<file path="src/core/eeprom_pkg.sv">
// ==========================================================================
// shared constants of the serial eeprom command logic
package eeprom_pkg;

  // array shape: word organization, 256 words of 16 bits
  localparam int ADDR_W = 8;
  localparam int DATA_W = 16;
  localparam int DEPTH  = 256;

  // opcodes that follow the start bit
  localparam logic [1:0] OPC_READ    = 2'h2;
  localparam logic [1:0] OPC_WRITE   = 2'h1;
  localparam logic [1:0] OPC_ERASE   = 2'h3;
  localparam logic [1:0] OPC_SPECIAL = 2'h0;

  // special command selected by the two leading address bits
  localparam logic [1:0] SPC_ENABLE     = 2'h3;
  localparam logic [1:0] SPC_BULK_ERASE = 2'h2;
  localparam logic [1:0] SPC_BULK_FILL  = 2'h1;
  localparam logic [1:0] SPC_DISABLE    = 2'h0;

  // value of an erased word
  localparam logic [15:0] ERASED_WORD = 16'hffff;

  // reset values
  localparam logic [2:0] PIN_RESET     = 3'h0;
  localparam logic       ENABLE_RESET  = 1'b0;

  // timing
  localparam int SYS_CLK_PERIOD_NS     = 20;
  localparam int PROGRAM_CYCLE_TIME_US = 5000;
  localparam int PROGRAM_CYCLE_CYCLES  =
    (PROGRAM_CYCLE_TIME_US * 1000) / SYS_CLK_PERIOD_NS;
  localparam int TIMER_W = 18;

  // serial frame states
  typedef enum logic [2:0] {
    ST_IDLE,
    ST_OPCODE,
    ST_ADDR,
    ST_DATA,
    ST_READ,
    ST_HOLD
  } link_state_e;

endpackage

</file>
<file path="src/core/serial_eeprom_program_cmds.sv">
`timescale 1ns/1ns
// Behaviour
// - frame: select rise, start one, opcode, address
// - opcode 00: address top bits pick special
// - programming disabled after reset
// - enable persists until disable or reset
// - disable blocks all four programming commands
// - reads work whether enabled or not
// - erase sets addressed word to all ones
// - erase cycle starts once address decoded
// - status driven after select low then high
// - output high after erase means ready
// - write carries one sixteen bit word
// - program cycle starts after last data bit
// - output low while program cycle runs
// - output high once word stored, ready
// - no status needed if raised after completion
// - bulk fill writes word into every location
// - bulk erase sets whole array to ones
module serial_eeprom_program_cmds #(
  parameter int PROG_CYCLES = eeprom_pkg::PROGRAM_CYCLE_CYCLES
) (
  // clock and reset
  input  wire logic sys_clk_i,
  input  wire logic rstn_i,
  // serial pins from the host
  input  wire logic chip_select_i,
  input  wire logic serial_clock_pin_i,
  input  wire logic serial_in_pin_i,
  // serial output pin
  output logic      serial_out_o,
  output logic      serial_out_oe_o
);

  // ==========================================================================
  // pin synchronisers: bit 0 select, bit 1 clock, bit 2 data
  logic [2:0] sync1, sync2, sync3;         // three flop chain
  logic [2:0] filt, filt_d;                // agreed level and its past
  logic [2:0] next_sync1, next_sync2, next_sync3;
  logic [2:0] next_filt, next_filt_d;

  // a change counts once the second and third stages agree
  always_comb begin
    next_sync1  = {serial_in_pin_i, serial_clock_pin_i, chip_select_i};
    next_sync2  = sync1;
    next_sync3  = sync2;
    next_filt_d = filt;
    next_filt   = filt;
    for (int i = 0; i < 3; i++) begin
      if (sync2[i] == sync3[i]) begin
        next_filt[i] = sync3[i];
      end
    end
  end

  // registers of the synchronisers
  always_ff @(posedge sys_clk_i or negedge rstn_i) begin
    if (!rstn_i) begin
      sync1  <= eeprom_pkg::PIN_RESET;
      sync2  <= eeprom_pkg::PIN_RESET;
      sync3  <= eeprom_pkg::PIN_RESET;
      filt   <= eeprom_pkg::PIN_RESET;
      filt_d <= eeprom_pkg::PIN_RESET;
    end else begin
      sync1  <= next_sync1;
      sync2  <= next_sync2;
      sync3  <= next_sync3;
      filt   <= next_filt;
      filt_d <= next_filt_d;
    end
  end

  logic cs_hi, cs_fall, sk_rise, din;      // decoded pin events
  assign cs_hi   = filt[0];
  assign cs_fall = filt_d[0] & ~filt[0];
  assign sk_rise = filt[1] & ~filt_d[1];
  assign din     = filt[2];

  // ==========================================================================
  // serial frame decoder and read stream
  eeprom_pkg::link_state_e state, next_state;
  logic [1:0]  opcode, next_opcode;        // received opcode
  logic [7:0]  addr, next_addr;            // received address
  logic [15:0] data, next_data;            // received data word
  logic [3:0]  bit_cnt, next_bit_cnt;      // bits left in a field
  logic        enabled, next_enabled;      // programming allowed
  logic        status_arm, next_status_arm; // status shown on select high
  logic [7:0]  rd_addr, next_rd_addr;      // read pointer
  logic [15:0] shreg, next_shreg;          // read shift register
  logic        dout, next_dout;            // read data bit
  logic        next_sout, next_soe;        // pin output values
  logic        launch, launch_bulk;        // start of a program cycle
  logic [7:0]  launch_addr;                // target of a single write
  logic [15:0] launch_word;                // word to program
  logic [15:0] rd_data;                    // array read data
  logic [15:0] addr_shift;                 // address with next bit shifted in
  logic        busy;                       // program cycle running

  // shift one serial bit into the low end of a field
  function automatic logic [15:0] shift_in(input logic [15:0] v,
                                           input logic b);
    shift_in = {v[14:0], b};
  endfunction

  // next values of the frame decoder
  always_comb begin
    next_state      = state;
    next_opcode     = opcode;
    next_addr       = addr;
    next_data       = data;
    next_bit_cnt    = bit_cnt;
    next_enabled    = enabled;
    next_status_arm = status_arm;
    next_rd_addr    = rd_addr;
    next_shreg      = shreg;
    next_dout       = dout;
    launch          = 1'b0;
    launch_bulk     = 1'b0;
    launch_addr     = addr;
    launch_word     = eeprom_pkg::ERASED_WORD;
    addr_shift      = shift_in({8'h00, addr}, din);
    // arm status when select drops during a cycle, else drop it
    if (cs_fall) begin
      next_status_arm = busy;
    end
    if (!cs_hi) begin
      next_state = eeprom_pkg::ST_IDLE;
    end else if (sk_rise) begin
      case (state)
        // wait for the start bit; none is taken during a cycle
        eeprom_pkg::ST_IDLE: begin
          if (din && !busy) begin
            next_state      = eeprom_pkg::ST_OPCODE;
            next_bit_cnt    = 4'h1;
            next_status_arm = 1'b0;
          end
        end
        // two opcode bits
        eeprom_pkg::ST_OPCODE: begin
          next_opcode  = {opcode[0], din};
          next_bit_cnt = bit_cnt - 4'h1;
          if (bit_cnt == 4'h0) begin
            next_state   = eeprom_pkg::ST_ADDR;
            next_bit_cnt = 4'(eeprom_pkg::ADDR_W - 1);
          end
        end
        // address bits, don't care bits included
        eeprom_pkg::ST_ADDR: begin
          next_addr    = addr_shift[7:0];
          next_bit_cnt = bit_cnt - 4'h1;
          if (bit_cnt == 4'h0) begin
            next_state = eeprom_pkg::ST_HOLD;
            case (opcode)
              eeprom_pkg::OPC_READ: begin
                next_state   = eeprom_pkg::ST_READ;
                next_rd_addr = next_addr;
                next_dout    = 1'b0;
                next_bit_cnt = 4'h0;
              end
              eeprom_pkg::OPC_WRITE: begin
                next_state   = eeprom_pkg::ST_DATA;
                next_bit_cnt = 4'(eeprom_pkg::DATA_W - 1);
              end
              eeprom_pkg::OPC_ERASE: begin
                launch      = enabled;
                launch_addr = next_addr;
                launch_word = eeprom_pkg::ERASED_WORD;
              end
              default: begin
                case (next_addr[7:6])
                  eeprom_pkg::SPC_ENABLE: begin
                    next_enabled = 1'b1;
                  end
                  eeprom_pkg::SPC_DISABLE: begin
                    next_enabled = 1'b0;
                  end
                  eeprom_pkg::SPC_BULK_ERASE: begin
                    launch      = enabled;
                    launch_bulk = 1'b1;
                  end
                  default: begin
                    next_state   = eeprom_pkg::ST_DATA;
                    next_bit_cnt = 4'(eeprom_pkg::DATA_W - 1);
                  end
                endcase
              end
            endcase
          end
        end
        // data word of a write or bulk fill
        eeprom_pkg::ST_DATA: begin
          next_data    = shift_in(data, din);
          next_bit_cnt = bit_cnt - 4'h1;
          if (bit_cnt == 4'h0) begin
            next_state  = eeprom_pkg::ST_HOLD;
            launch      = enabled;
            launch_bulk = (opcode == eeprom_pkg::OPC_SPECIAL);
            launch_word = next_data;
          end
        end
        // read stream: load a word every sixteen bits
        eeprom_pkg::ST_READ: begin
          next_bit_cnt = bit_cnt - 4'h1;
          if (bit_cnt == 4'h0) begin
            next_dout    = rd_data[15];
            next_shreg   = {rd_data[14:0], 1'b0};
            next_rd_addr = rd_addr + 8'h01;
            next_bit_cnt = 4'hf;
          end else begin
            next_dout  = shreg[15];
            next_shreg = {shreg[14:0], 1'b0};
          end
        end
        // frame complete, wait for select low
        eeprom_pkg::ST_HOLD: begin
          next_state = eeprom_pkg::ST_HOLD;
        end
        default: begin
          next_state = eeprom_pkg::ST_IDLE;
        end
      endcase
    end
    // pin: ready/busy while armed, read data in a read, else released
    next_soe  = cs_hi && (status_arm || state == eeprom_pkg::ST_READ);
    next_sout = status_arm ? ~busy : dout;
    if (!cs_hi) begin
      next_soe = 1'b0;
    end
  end

  // registers of the frame decoder
  always_ff @(posedge sys_clk_i or negedge rstn_i) begin
    if (!rstn_i) begin
      state           <= eeprom_pkg::ST_IDLE;
      opcode          <= 2'h0;
      addr            <= 8'h00;
      data            <= 16'h0000;
      bit_cnt         <= 4'h0;
      enabled         <= eeprom_pkg::ENABLE_RESET;
      status_arm      <= 1'b0;
      rd_addr         <= 8'h00;
      shreg           <= 16'h0000;
      dout            <= 1'b0;
      serial_out_o    <= 1'b0;
      serial_out_oe_o <= 1'b0;
    end else begin
      state           <= next_state;
      opcode          <= next_opcode;
      addr            <= next_addr;
      data            <= next_data;
      bit_cnt         <= next_bit_cnt;
      enabled         <= next_enabled;
      status_arm      <= next_status_arm;
      rd_addr         <= next_rd_addr;
      shreg           <= next_shreg;
      dout            <= next_dout;
      serial_out_o    <= next_sout;
      serial_out_oe_o <= next_soe;
    end
  end

  // ==========================================================================
  // self-timed program engine
  logic [17:0] timer, next_timer;          // cycles left in the cycle
  logic        next_busy;
  logic        fill_active, next_fill_active; // bulk pass running
  logic [7:0]  fill_ptr, next_fill_ptr;    // bulk pass address
  logic [15:0] fill_word, next_fill_word;  // bulk pass word
  logic        wr_en;                      // array write strobe
  logic [7:0]  wr_addr;                    // array write address
  logic [15:0] wr_data;                    // array write data

  // next values of the engine; busy covers timer and bulk pass
  always_comb begin
    next_busy        = busy;
    next_timer       = timer;
    next_fill_active = fill_active;
    next_fill_ptr    = fill_ptr;
    next_fill_word   = fill_word;
    wr_en            = 1'b0;
    wr_addr          = launch_addr;
    wr_data          = launch_word;
    if (launch) begin
      next_busy        = 1'b1;
      next_timer       = 18'(PROG_CYCLES - 1);
      next_fill_active = launch_bulk;
      next_fill_ptr    = 8'h00;
      next_fill_word   = launch_word;
      wr_en            = ~launch_bulk;
    end else if (busy) begin
      if (fill_active) begin
        wr_en         = 1'b1;
        wr_addr       = fill_ptr;
        wr_data       = fill_word;
        next_fill_ptr = fill_ptr + 8'h01;
        if (fill_ptr == 8'(eeprom_pkg::DEPTH - 1)) begin
          next_fill_active = 1'b0;
        end
      end
      if (timer != 18'h0_0000) begin
        next_timer = timer - 18'h0_0001;
      end else if (!fill_active) begin
        next_busy = 1'b0;
      end
    end
  end

  // registers of the engine
  always_ff @(posedge sys_clk_i or negedge rstn_i) begin
    if (!rstn_i) begin
      busy        <= 1'b0;
      timer       <= 18'h0_0000;
      fill_active <= 1'b0;
      fill_ptr    <= 8'h00;
      fill_word   <= 16'h0000;
    end else begin
      busy        <= next_busy;
      timer       <= next_timer;
      fill_active <= next_fill_active;
      fill_ptr    <= next_fill_ptr;
      fill_word   <= next_fill_word;
    end
  end

  // ==========================================================================
  // storage array
  eeprom_array u_array (
    .sys_clk_i (sys_clk_i),
    .rstn_i    (rstn_i),
    .wr_en_i   (wr_en),
    .wr_addr_i (wr_addr),
    .wr_data_i (wr_data),
    .rd_addr_i (rd_addr),
    .rd_data_o (rd_data)
  );

endmodule

</file>
<file path="src/core/eeprom_array.sv">
`timescale 1ns/1ns
// ==========================================================================
// storage array: one write port, one read port with registered data
module eeprom_array (
  // clock and reset
  input  wire logic        sys_clk_i,
  input  wire logic        rstn_i,
  // write port
  input  wire logic        wr_en_i,
  input  wire logic [7:0]  wr_addr_i,
  input  wire logic [15:0] wr_data_i,
  // read port
  input  wire logic [7:0]  rd_addr_i,
  output logic      [15:0] rd_data_o
);

  logic [15:0] cells [0:eeprom_pkg::DEPTH-1];  // cell contents, no reset

  // ==========================================================================
  // write port
  always_ff @(posedge sys_clk_i) begin
    if (wr_en_i) begin
      cells[wr_addr_i] <= wr_data_i;
    end
  end

  // ==========================================================================
  // read port, data from a register
  always_ff @(posedge sys_clk_i or negedge rstn_i) begin
    if (!rstn_i) begin
      rd_data_o <= 16'h0000;
    end else begin
      rd_data_o <= cells[rd_addr_i];
    end
  end

endmodule

</file>
<file path="config.mk">
export PLATFORM = sky130hd
export DESIGN_NAME = serial_eeprom_program_cmds
export DESIGN_NICKNAME = d
export VERILOG_FILES = /design/src/core/eeprom_pkg.sv /design/src/core/serial_eeprom_program_cmds.sv /design/src/core/eeprom_array.sv
export SDC_FILE = /design/constraint.sdc
export NUM_CORES = 2
export LEC_CHECK = 0
export BUFFER_PORTS_ARGS = -buffer_cell sky130_fd_sc_hd__buf_2
export CAP_MARGIN = 0
export CORE_MARGIN = 2
export CORE_UTILIZATION = 41
export CTS_CLUSTER_SIZE = 30
export DETAILED_ROUTE_END_ITERATION = 10
export GPL_TIMING_DRIVEN = 0
export MAX_ROUTING_LAYER = met4
export PLACE_DENSITY = 0.63
export SYNTH_ARGS = -nofsm -noshare
export SYNTH_HDL_FRONTEND = slang
export SYNTH_HIERARCHICAL = 1
export SYNTH_SLANG_ARGS = --single-unit
</file>
<file path="constraint.sdc">
create_clock -name sys_clk_i -period 14.5 [get_ports sys_clk_i]
set_clock_uncertainty 0.2 [all_clocks]
set_input_delay 1.45 -clock sys_clk_i [delete_from_list [all_inputs] [get_ports sys_clk_i]]
set_output_delay 1.45 -clock sys_clk_i [all_outputs]
set_load 0.005 [all_outputs]
</file>
# ---- Word level (Yosys, flattened, before mapping)
# Memories as Yosys holds them, arrays and structs flattened. A register that Yosys moved wholly into a read port is not among the register bits.
# Index checks and enable logic that the tools add are counted.
# W data, S select, Z words.
dict set report op_classes {
  reduce_logical 30
  shifts 0
  eq_ne 24
  multipliers 0
  n_div 0
  order_cmp 0
  mux 80
  bitwise_logic 7
  addsub 4
}
# op n
set ops {}
lappend ops {{$mux W16} 8}
lappend ops {{$mux W8} 14}
lappend ops {{$mux W18} 3}
lappend ops {{$mux W1} 33}
lappend ops {{$mux W3} 7}
lappend ops {{$mux W4} 5}
lappend ops {{$pmux W4 S5} 1}
lappend ops {{$pmux W3 S6} 1}
lappend ops {{$reduce_and A6 Y1} 3}
lappend ops {{$reduce_bool A18 Y1} 1}
lappend ops {{$sub A18 B1 Y18 const B} 1}
lappend ops {{$add A8 B1 Y8 const B} 2}
lappend ops {{$pmux W8 S2} 1}
lappend ops {{$ne A3 B3 Y1 const B} 4}
lappend ops {{$pmux W4 S3} 1}
lappend ops {{$reduce_and A3 Y1} 4}
lappend ops {{$ne A2 B2 Y1 const B} 5}
lappend ops {{$pmux W1 S2} 5}
lappend ops {{$reduce_bool A2 Y1} 5}
lappend ops {{$pmux W3 S3} 1}
lappend ops {{$eq A2 B2 Y1 const B} 4}
lappend ops {{$eq A8 B8 Y1 const B} 1}
lappend ops {{$eq A3 B2 Y1 const B} 2}
lappend ops {{$eq A3 B3 Y1 const B} 2}
lappend ops {{other kinds (19)} 31}
dict set report totals {
  inputBits 5
  register_bits 119
  ramBits 4096
  output_inout_bits 2
  mem_bits_ro 0
  n_memories 1
  latchBits 0
}
# memory depth width read_ports rd_ports_with_merged_regs write_ports line
set memory_table {}
lappend memory_table {u_array.cells 256 16 1 1 1 eeprom_array.sv:17} ;# logic [15:0] cells [0:eeprom_pkg::DEPTH-1];

# ---- Depth between registers and ports, before layout
dict set report logic_depth {
  ltp_word 11
  depth_mapped 16
  mapped_depth_nobuf 11
}

# ---- Cells and area by module
# The synthesis kept the hierarchy.
# mod n_inst area_per_inst_um2 cells_per_inst
set by_module_without_submodules {}
lappend by_module_without_submodules {eeprom_array 1 158796.0 7360}
lappend by_module_without_submodules {serial_eeprom_program_cmds 1 5834.3 601}

# ---- Least setup slack after synthesis
# Ideal clock, no wire load.
dict set report synth_timing {
  path_type {register to register}
  startpoint {register bit_cnt[0]}
  endpoint {memory u_array.cells[0][10], data pin}
  slack_ns 3.799
  n_path_buf 3
  stages_incl_launch_ff 10
  setup_time_ns 1.578
  arrival_ns 8.923
  required_ns 12.722
  cell_sequence {dfrtp_1 inv_1 ha_1 or3b_2 clkbuf_1 nor2_1 a41oi_1 clkbuf_1 clkbuf_1 a21oi_1}
}
dict set report synth_between {
  elab_chain_cells 8
  word_cells_on_any_way 13
  classes_between {12 x mux; 1 x reduce/logical}
}
# item line
set synth_rtl {}
lappend synth_rtl {{start, declared} serial_eeprom_program_cmds.sv:85} ;# logic [3:0] bit_cnt, next_bit_cnt;
lappend synth_rtl {{start signal, assigned} serial_eeprom_program_cmds.sv:251} ;# bit_cnt <= next_bit_cnt;
lappend synth_rtl {{$logic_not A4 Y1 *} {serial_eeprom_program_cmds.sv:151, serial_eeprom_program_cmds.sv:194}}
lappend synth_rtl {{$mux W16} serial_eeprom_program_cmds.sv:194} ;# if (bit_cnt == 4'h0) begin
lappend synth_rtl {{$mux W16} --}
lappend synth_rtl {{$mux W16} serial_eeprom_program_cmds.sv:128} ;# end else if (sk_rise) begin
lappend synth_rtl {{$mux W16} serial_eeprom_program_cmds.sv:126} ;# if (!cs_hi) begin
lappend synth_rtl {{$mux W16} serial_eeprom_program_cmds.sv:291} ;# if (fill_active) begin
lappend synth_rtl {{$mux W16} serial_eeprom_program_cmds.sv:290} ;# end else if (busy) begin
lappend synth_rtl {{$mux W16 *} serial_eeprom_program_cmds.sv:283} ;# if (launch) begin
lappend synth_rtl {{net wr_data[10]} serial_eeprom_program_cmds.sv:271} ;# logic [15:0] wr_data;
lappend synth_rtl {{end, declared} eeprom_array.sv:17}
# The timed path passes the listed nets; every way through them passes the cells marked *.

# ---- Worst setup path in the final report
dict set report layout_timing {
  startpoint {register bit_cnt[0]}
  endpoint {memory u_array.cells[47][6] (enable)}
}
dict set report layout_between {
  word_cells_on_any_way 22
  classes_between {20 x mux; 1 x bitwise; 1 x reduce/logical}
}
# item line
set layout_rtl {}
lappend layout_rtl {{$logic_not A4 Y1 *} {serial_eeprom_program_cmds.sv:151, serial_eeprom_program_cmds.sv:194}}
lappend layout_rtl {{$mux W8} serial_eeprom_program_cmds.sv:151} ;# if (bit_cnt == 4'h0) begin
lappend layout_rtl {{$mux W8} serial_eeprom_program_cmds.sv:129} ;# case (state)
lappend layout_rtl {{$mux W8} serial_eeprom_program_cmds.sv:128}
lappend layout_rtl {{$mux W8} serial_eeprom_program_cmds.sv:126}
lappend layout_rtl {{$mux W8} serial_eeprom_program_cmds.sv:291}
lappend layout_rtl {{$mux W8} serial_eeprom_program_cmds.sv:290}
lappend layout_rtl {{$mux W8 *} serial_eeprom_program_cmds.sv:283}
lappend layout_rtl {{net wr_addr[3]} serial_eeprom_program_cmds.sv:270} ;# logic [7:0] wr_addr;
# Marks and branches as above.

==> impl_metrics.yaml <==
synth:
  syn_inst: 7961
  yosysUniqueCellTypes: 72
  synth_area_per_cell_sq_um: 20.7
  ys.flop_type: "edfxtp_1"
  synth_warnings: 6
  async_flop_share_pct: 3.17
  synth_edf_count: 4096
  syn_area_sq_um: 165000
  yosys_register_bits: 4230
  synth-seq-area-share_pct: 76.7
  synth_nets: 7974
layout:
  layout-drive-gt1-share_pct: 25.7
  finalInstanceArea_sq_um: 191000
  fill_cells: 32200
  num-nets-final: 8709
  finish.utilization_pct: 47.9
  area_delta_synth_final_pct: 16.2
cts:
  ctsRootBufferMaster: "clkbuf_16"
  cts_tree: "yes"
  cts_made_buffers: 411
  ctsLongestPathBuffers: 4
  clock_sinks: 4230
  post_cts_resize_count: 0
  clk_pin_slew_ps: 60
  insertion_delay_ps: 1020
  post-cts-setup-buffers: 0
  hold_buffers: 0
  cts_htree_levels: 5
outcome:
  violations: "max-capacitance violations, max-slew violations"
  outcome: "complete, but fails checks"
critical_path:
  critPathKind: "register to register"
  cp-end-kind: "register"
  critPathMaxFanout: 16
  critPathLaunchType: "register"
  timing.rr.start: "bit_cnt[0]$_DFFE_PN0P_"
  critPathArrivalTime_ps: 7870
  startpoint: "bit_cnt[0]$_DFFE_PN0P_"
  required_ps: 14910
place:
  portBuffers: 6
  place_area_sq_um: 178000
  hpwl_microns: 364000
  globalplace.congestion: 1.00
  dp_slack_ps: 7000
global_routing:
  antenna_found_initial: 32
  grt_max_degree: 81
  grtUsageTotal_pct: 25.4
  grt_pass1_wl_microns: 694000
  grt-ovfl-total: 0
  grt_pass1_vias: 85300
power_and_ir_drop:
  intPower_mw: 19.1
  power_density_nw_per_um2: 125
  irDropWorstVdd_uv: 108
  p_clk_share_pct: 43.9
  swShare_pct: 20.0
  power.leakage_nw: 69.2
  p_switching_mw: 4.77
  seqPwrFrac_pct: 55.3
  p_comb_share_pct: 0.8
sta:
  timing.final.ws_setup_ps: 7050
  setup_viol: 0
  slew_headroom_pct: -4.76
  min_period_over_period_pct: 51.4
  slew_violations: 47
  final_hold_viol_count: 0
  max_freq_mhz: 134
  rsz0062_at_grt: "false"
  holdWs_ps: 158
  setup_tns_ps: 0
  fin_crit_ps: 7450
  tightest_slew_ps: 1570
drt:
  drtIter0Drc: 14200
  via_count: 89200
  drt-total-wl_microns: 511000
  ant_nets: 0
  wire_per_inst_microns: 35.7
  post-route-drc-count: 0
  dr.pass1.iters: 8
  viasPerCell: 6.24
hold_path:
  hold_class: "register to register"
  min_from: "next_sync2[0]$_DFF_PN0_"
floorplan:
  start_util_pct: 41.2
  rows: 232
  die_area_sq_um: 407000
  coreArea_sq_um: 399000
  pin_count: 7
  fp.dieH_microns: 638
  die_x_microns: 638
flow_run:
  maxCapViolCount: 7
-- state kept, by name (all words and copies together), names as in the netlist --
register           flops
u_array/cells       4096
timer                 18
fill_word             16
u_array/rd_data_o     16
data                  15
shreg                 15
addr                   8
fill_ptr               8
rd_addr                8
bit_cnt                4
filt                   3
next_sync2             3
next_sync3             3
state                  3
sync3                  3
filt_d                 2
opcode                 2
busy                   1
dout                   1
enabled                1
fill_active            1
serial_out_o           1
serial_out_oe_o        1
status_arm             1
-- cells in the mapped netlist, drive strengths merged (3+ instances only) --
master | number | area share (%)
and2 | 4 | 0.015
mux2i | 592 | 3.6
mux4 | 797 | 11
inv | 30 | 0.068
dfrtp | 134 | 2.0
a2111oi | 7 | 0.037
a31oi | 9 | 0.034
o21ai | 107 | 0.33
a21oi | 209 | 0.64
a211oi | 25 | 0.11
nor4 | 27 | 0.11
or3b | 3 | 0.016
and3 | 14 | 0.053
nand2b | 6 | 0.023
nor2b | 16 | 0.061
xnor2 | 16 | 0.085
o32ai | 21 | 0.12
nand3 | 51 | 0.16
buf | 234 | 1.1
a22oi | 45 | 0.21
o31ai | 19 | 0.087
or4b | 3 | 0.018
nor3 | 116 | 0.35
or4 | 5 | 0.030
nand4 | 30 | 0.11
o22ai | 152 | 0.58
a22o | 34 | 0.18
clkbuf | 252 | 0.57
a21o | 4 | 0.018
nor2 | 339 | 0.77
or3 | 8 | 0.030
mux2 | 111 | 0.76
nand2 | 106 | 0.24
and4 | 4 | 0.021
ha | 8 | 0.061
nor3b | 5 | 0.023
o221ai | 254 | 1.4
a221oi | 28 | 0.15
nand4b | 4 | 0.021
maj3 | 3 | 0.018
or2 | 9 | 0.034
edfxtp | 4096 | 75
xor2 | 5 | 0.027
-- final cells by class --
cell class | count | area, sq um | share of cell area (%)
diodes | 18 | 45.0 | 0.0235
plain buffers | 486 | 2830 | 1.48
clock buffers | 500 | 10700 | 5.60
clock inverters | 237 | 2390 | 1.25
inverters | 30 | 113 | 0.0589
multi-input cells | 3215 | 36200 | 18.9
flip-flops and latches | 4230 | 126000 | 66.1
well taps | 5265 | 6590 | 3.44
repair buffers | 322 | 6060 | 3.17
-- cells in the final DEF (no fill, tap or decap), types with 45 or more instances in the layout --
master     netlist  layout
a22oi_1         45      45
a21oi_1        209     193
nor2_1         339      85
nor2_2           0     250
buf_16           0      63
clkinv_2         0      68
buf_2           83      88
o221ai_1       253     253
o21ai_0        106     104
mux4_2         797     797
buf_8           11     137
buf_12           5     116
o22ai_1        152     152
edfxtp_1      4096    4096
clkinv_1         0      87
mux2i_1        592     592
nor3_1         116     115
clkbuf_1       252     310
mux2_2         111     111
buf_6           77      92
nand2_1        106     106
clkbuf_16        0     412
nand3_1         51      51
dfrtp_1        134     134
-- critical path, cell delays in order, from the launching register on --
cell      delay (ps)
dfrtp_1          380
inv_1             90
ha_1             250
or3b_2           210
clkbuf_1         320
nor2_1           170
a41oi_1          350
clkbuf_1         400
buf_1            770
nand2_1          140
o21ai_0          380
clkbuf_1         420
nand4_1          630
inv_1            170
nand2_1          520
clkbuf_2         510
buf_12           300
nor2_2           780
-- power by group through the flow --
stage,logic [mW],registers (mW),clock network (mW)
4_1_cts,0.181,13.2,10.6
3_3_place_gp,0.177,13.5,0
2_1_floorplan,0.102,13.5,0
5_1_grt,0.191,13.2,11.1
3_5_place_dp,0.181,13.5,0
6_report,0.185,13.2,10.5
-- worst paths after layout --
path / to / slack (ps) / cells after the start
hold reg to reg: next_sync3[0]$_DFF_PN0_ / 160 / 0
min in group asynchronous: busy$_DFF_PN0_ / 230 / 1
setup / recovery: u_array/cells[47][6]$_DFFE_PP_ / 7050 / 17
hold / removal: next_sync3[0]$_DFF_PN0_ / 160 / 0
setup reg to reg: u_array/cells[47][6]$_DFFE_PP_ / 7050 / 17
max in group asynchronous: u_array/rd_data_o[13]$_DFF_PN0_ / 12990 / 2
-- through the flow --
stage                     power [mW]  cells
after global placement          13.7  13200
after floorplan                 13.6   7961
after global routing            24.5  14300
final                           23.9  14300
after CTS                       24.0  14300
after detailed placement        13.7  13500
-- metal layers --
metal	global-route usage [%]	wire length [microns]	vias up
met5	-	0	-
met4	10.5	25800	0
met3	5.81	63000	954
met2	37.0	228000	6002
met1	34.5	194000	47300
li1	-	-	34900
-- cells by family (layout without fill, tap and decap cells) --
kind of cell,after synthesis,after routing,synth area share (%)
buf+inv,516,1575,1.77
compound gates,927,927,3.90
flops,4230,4230,76.7
other cells,0,18,0
simple gates,756,756,2.12
xor+xnor,21,21,0.112
mux,1500,1500,15.3
fa+ha+maj,11,11,0.0790
No activity file was read; power rests on OpenSTA's default activity.
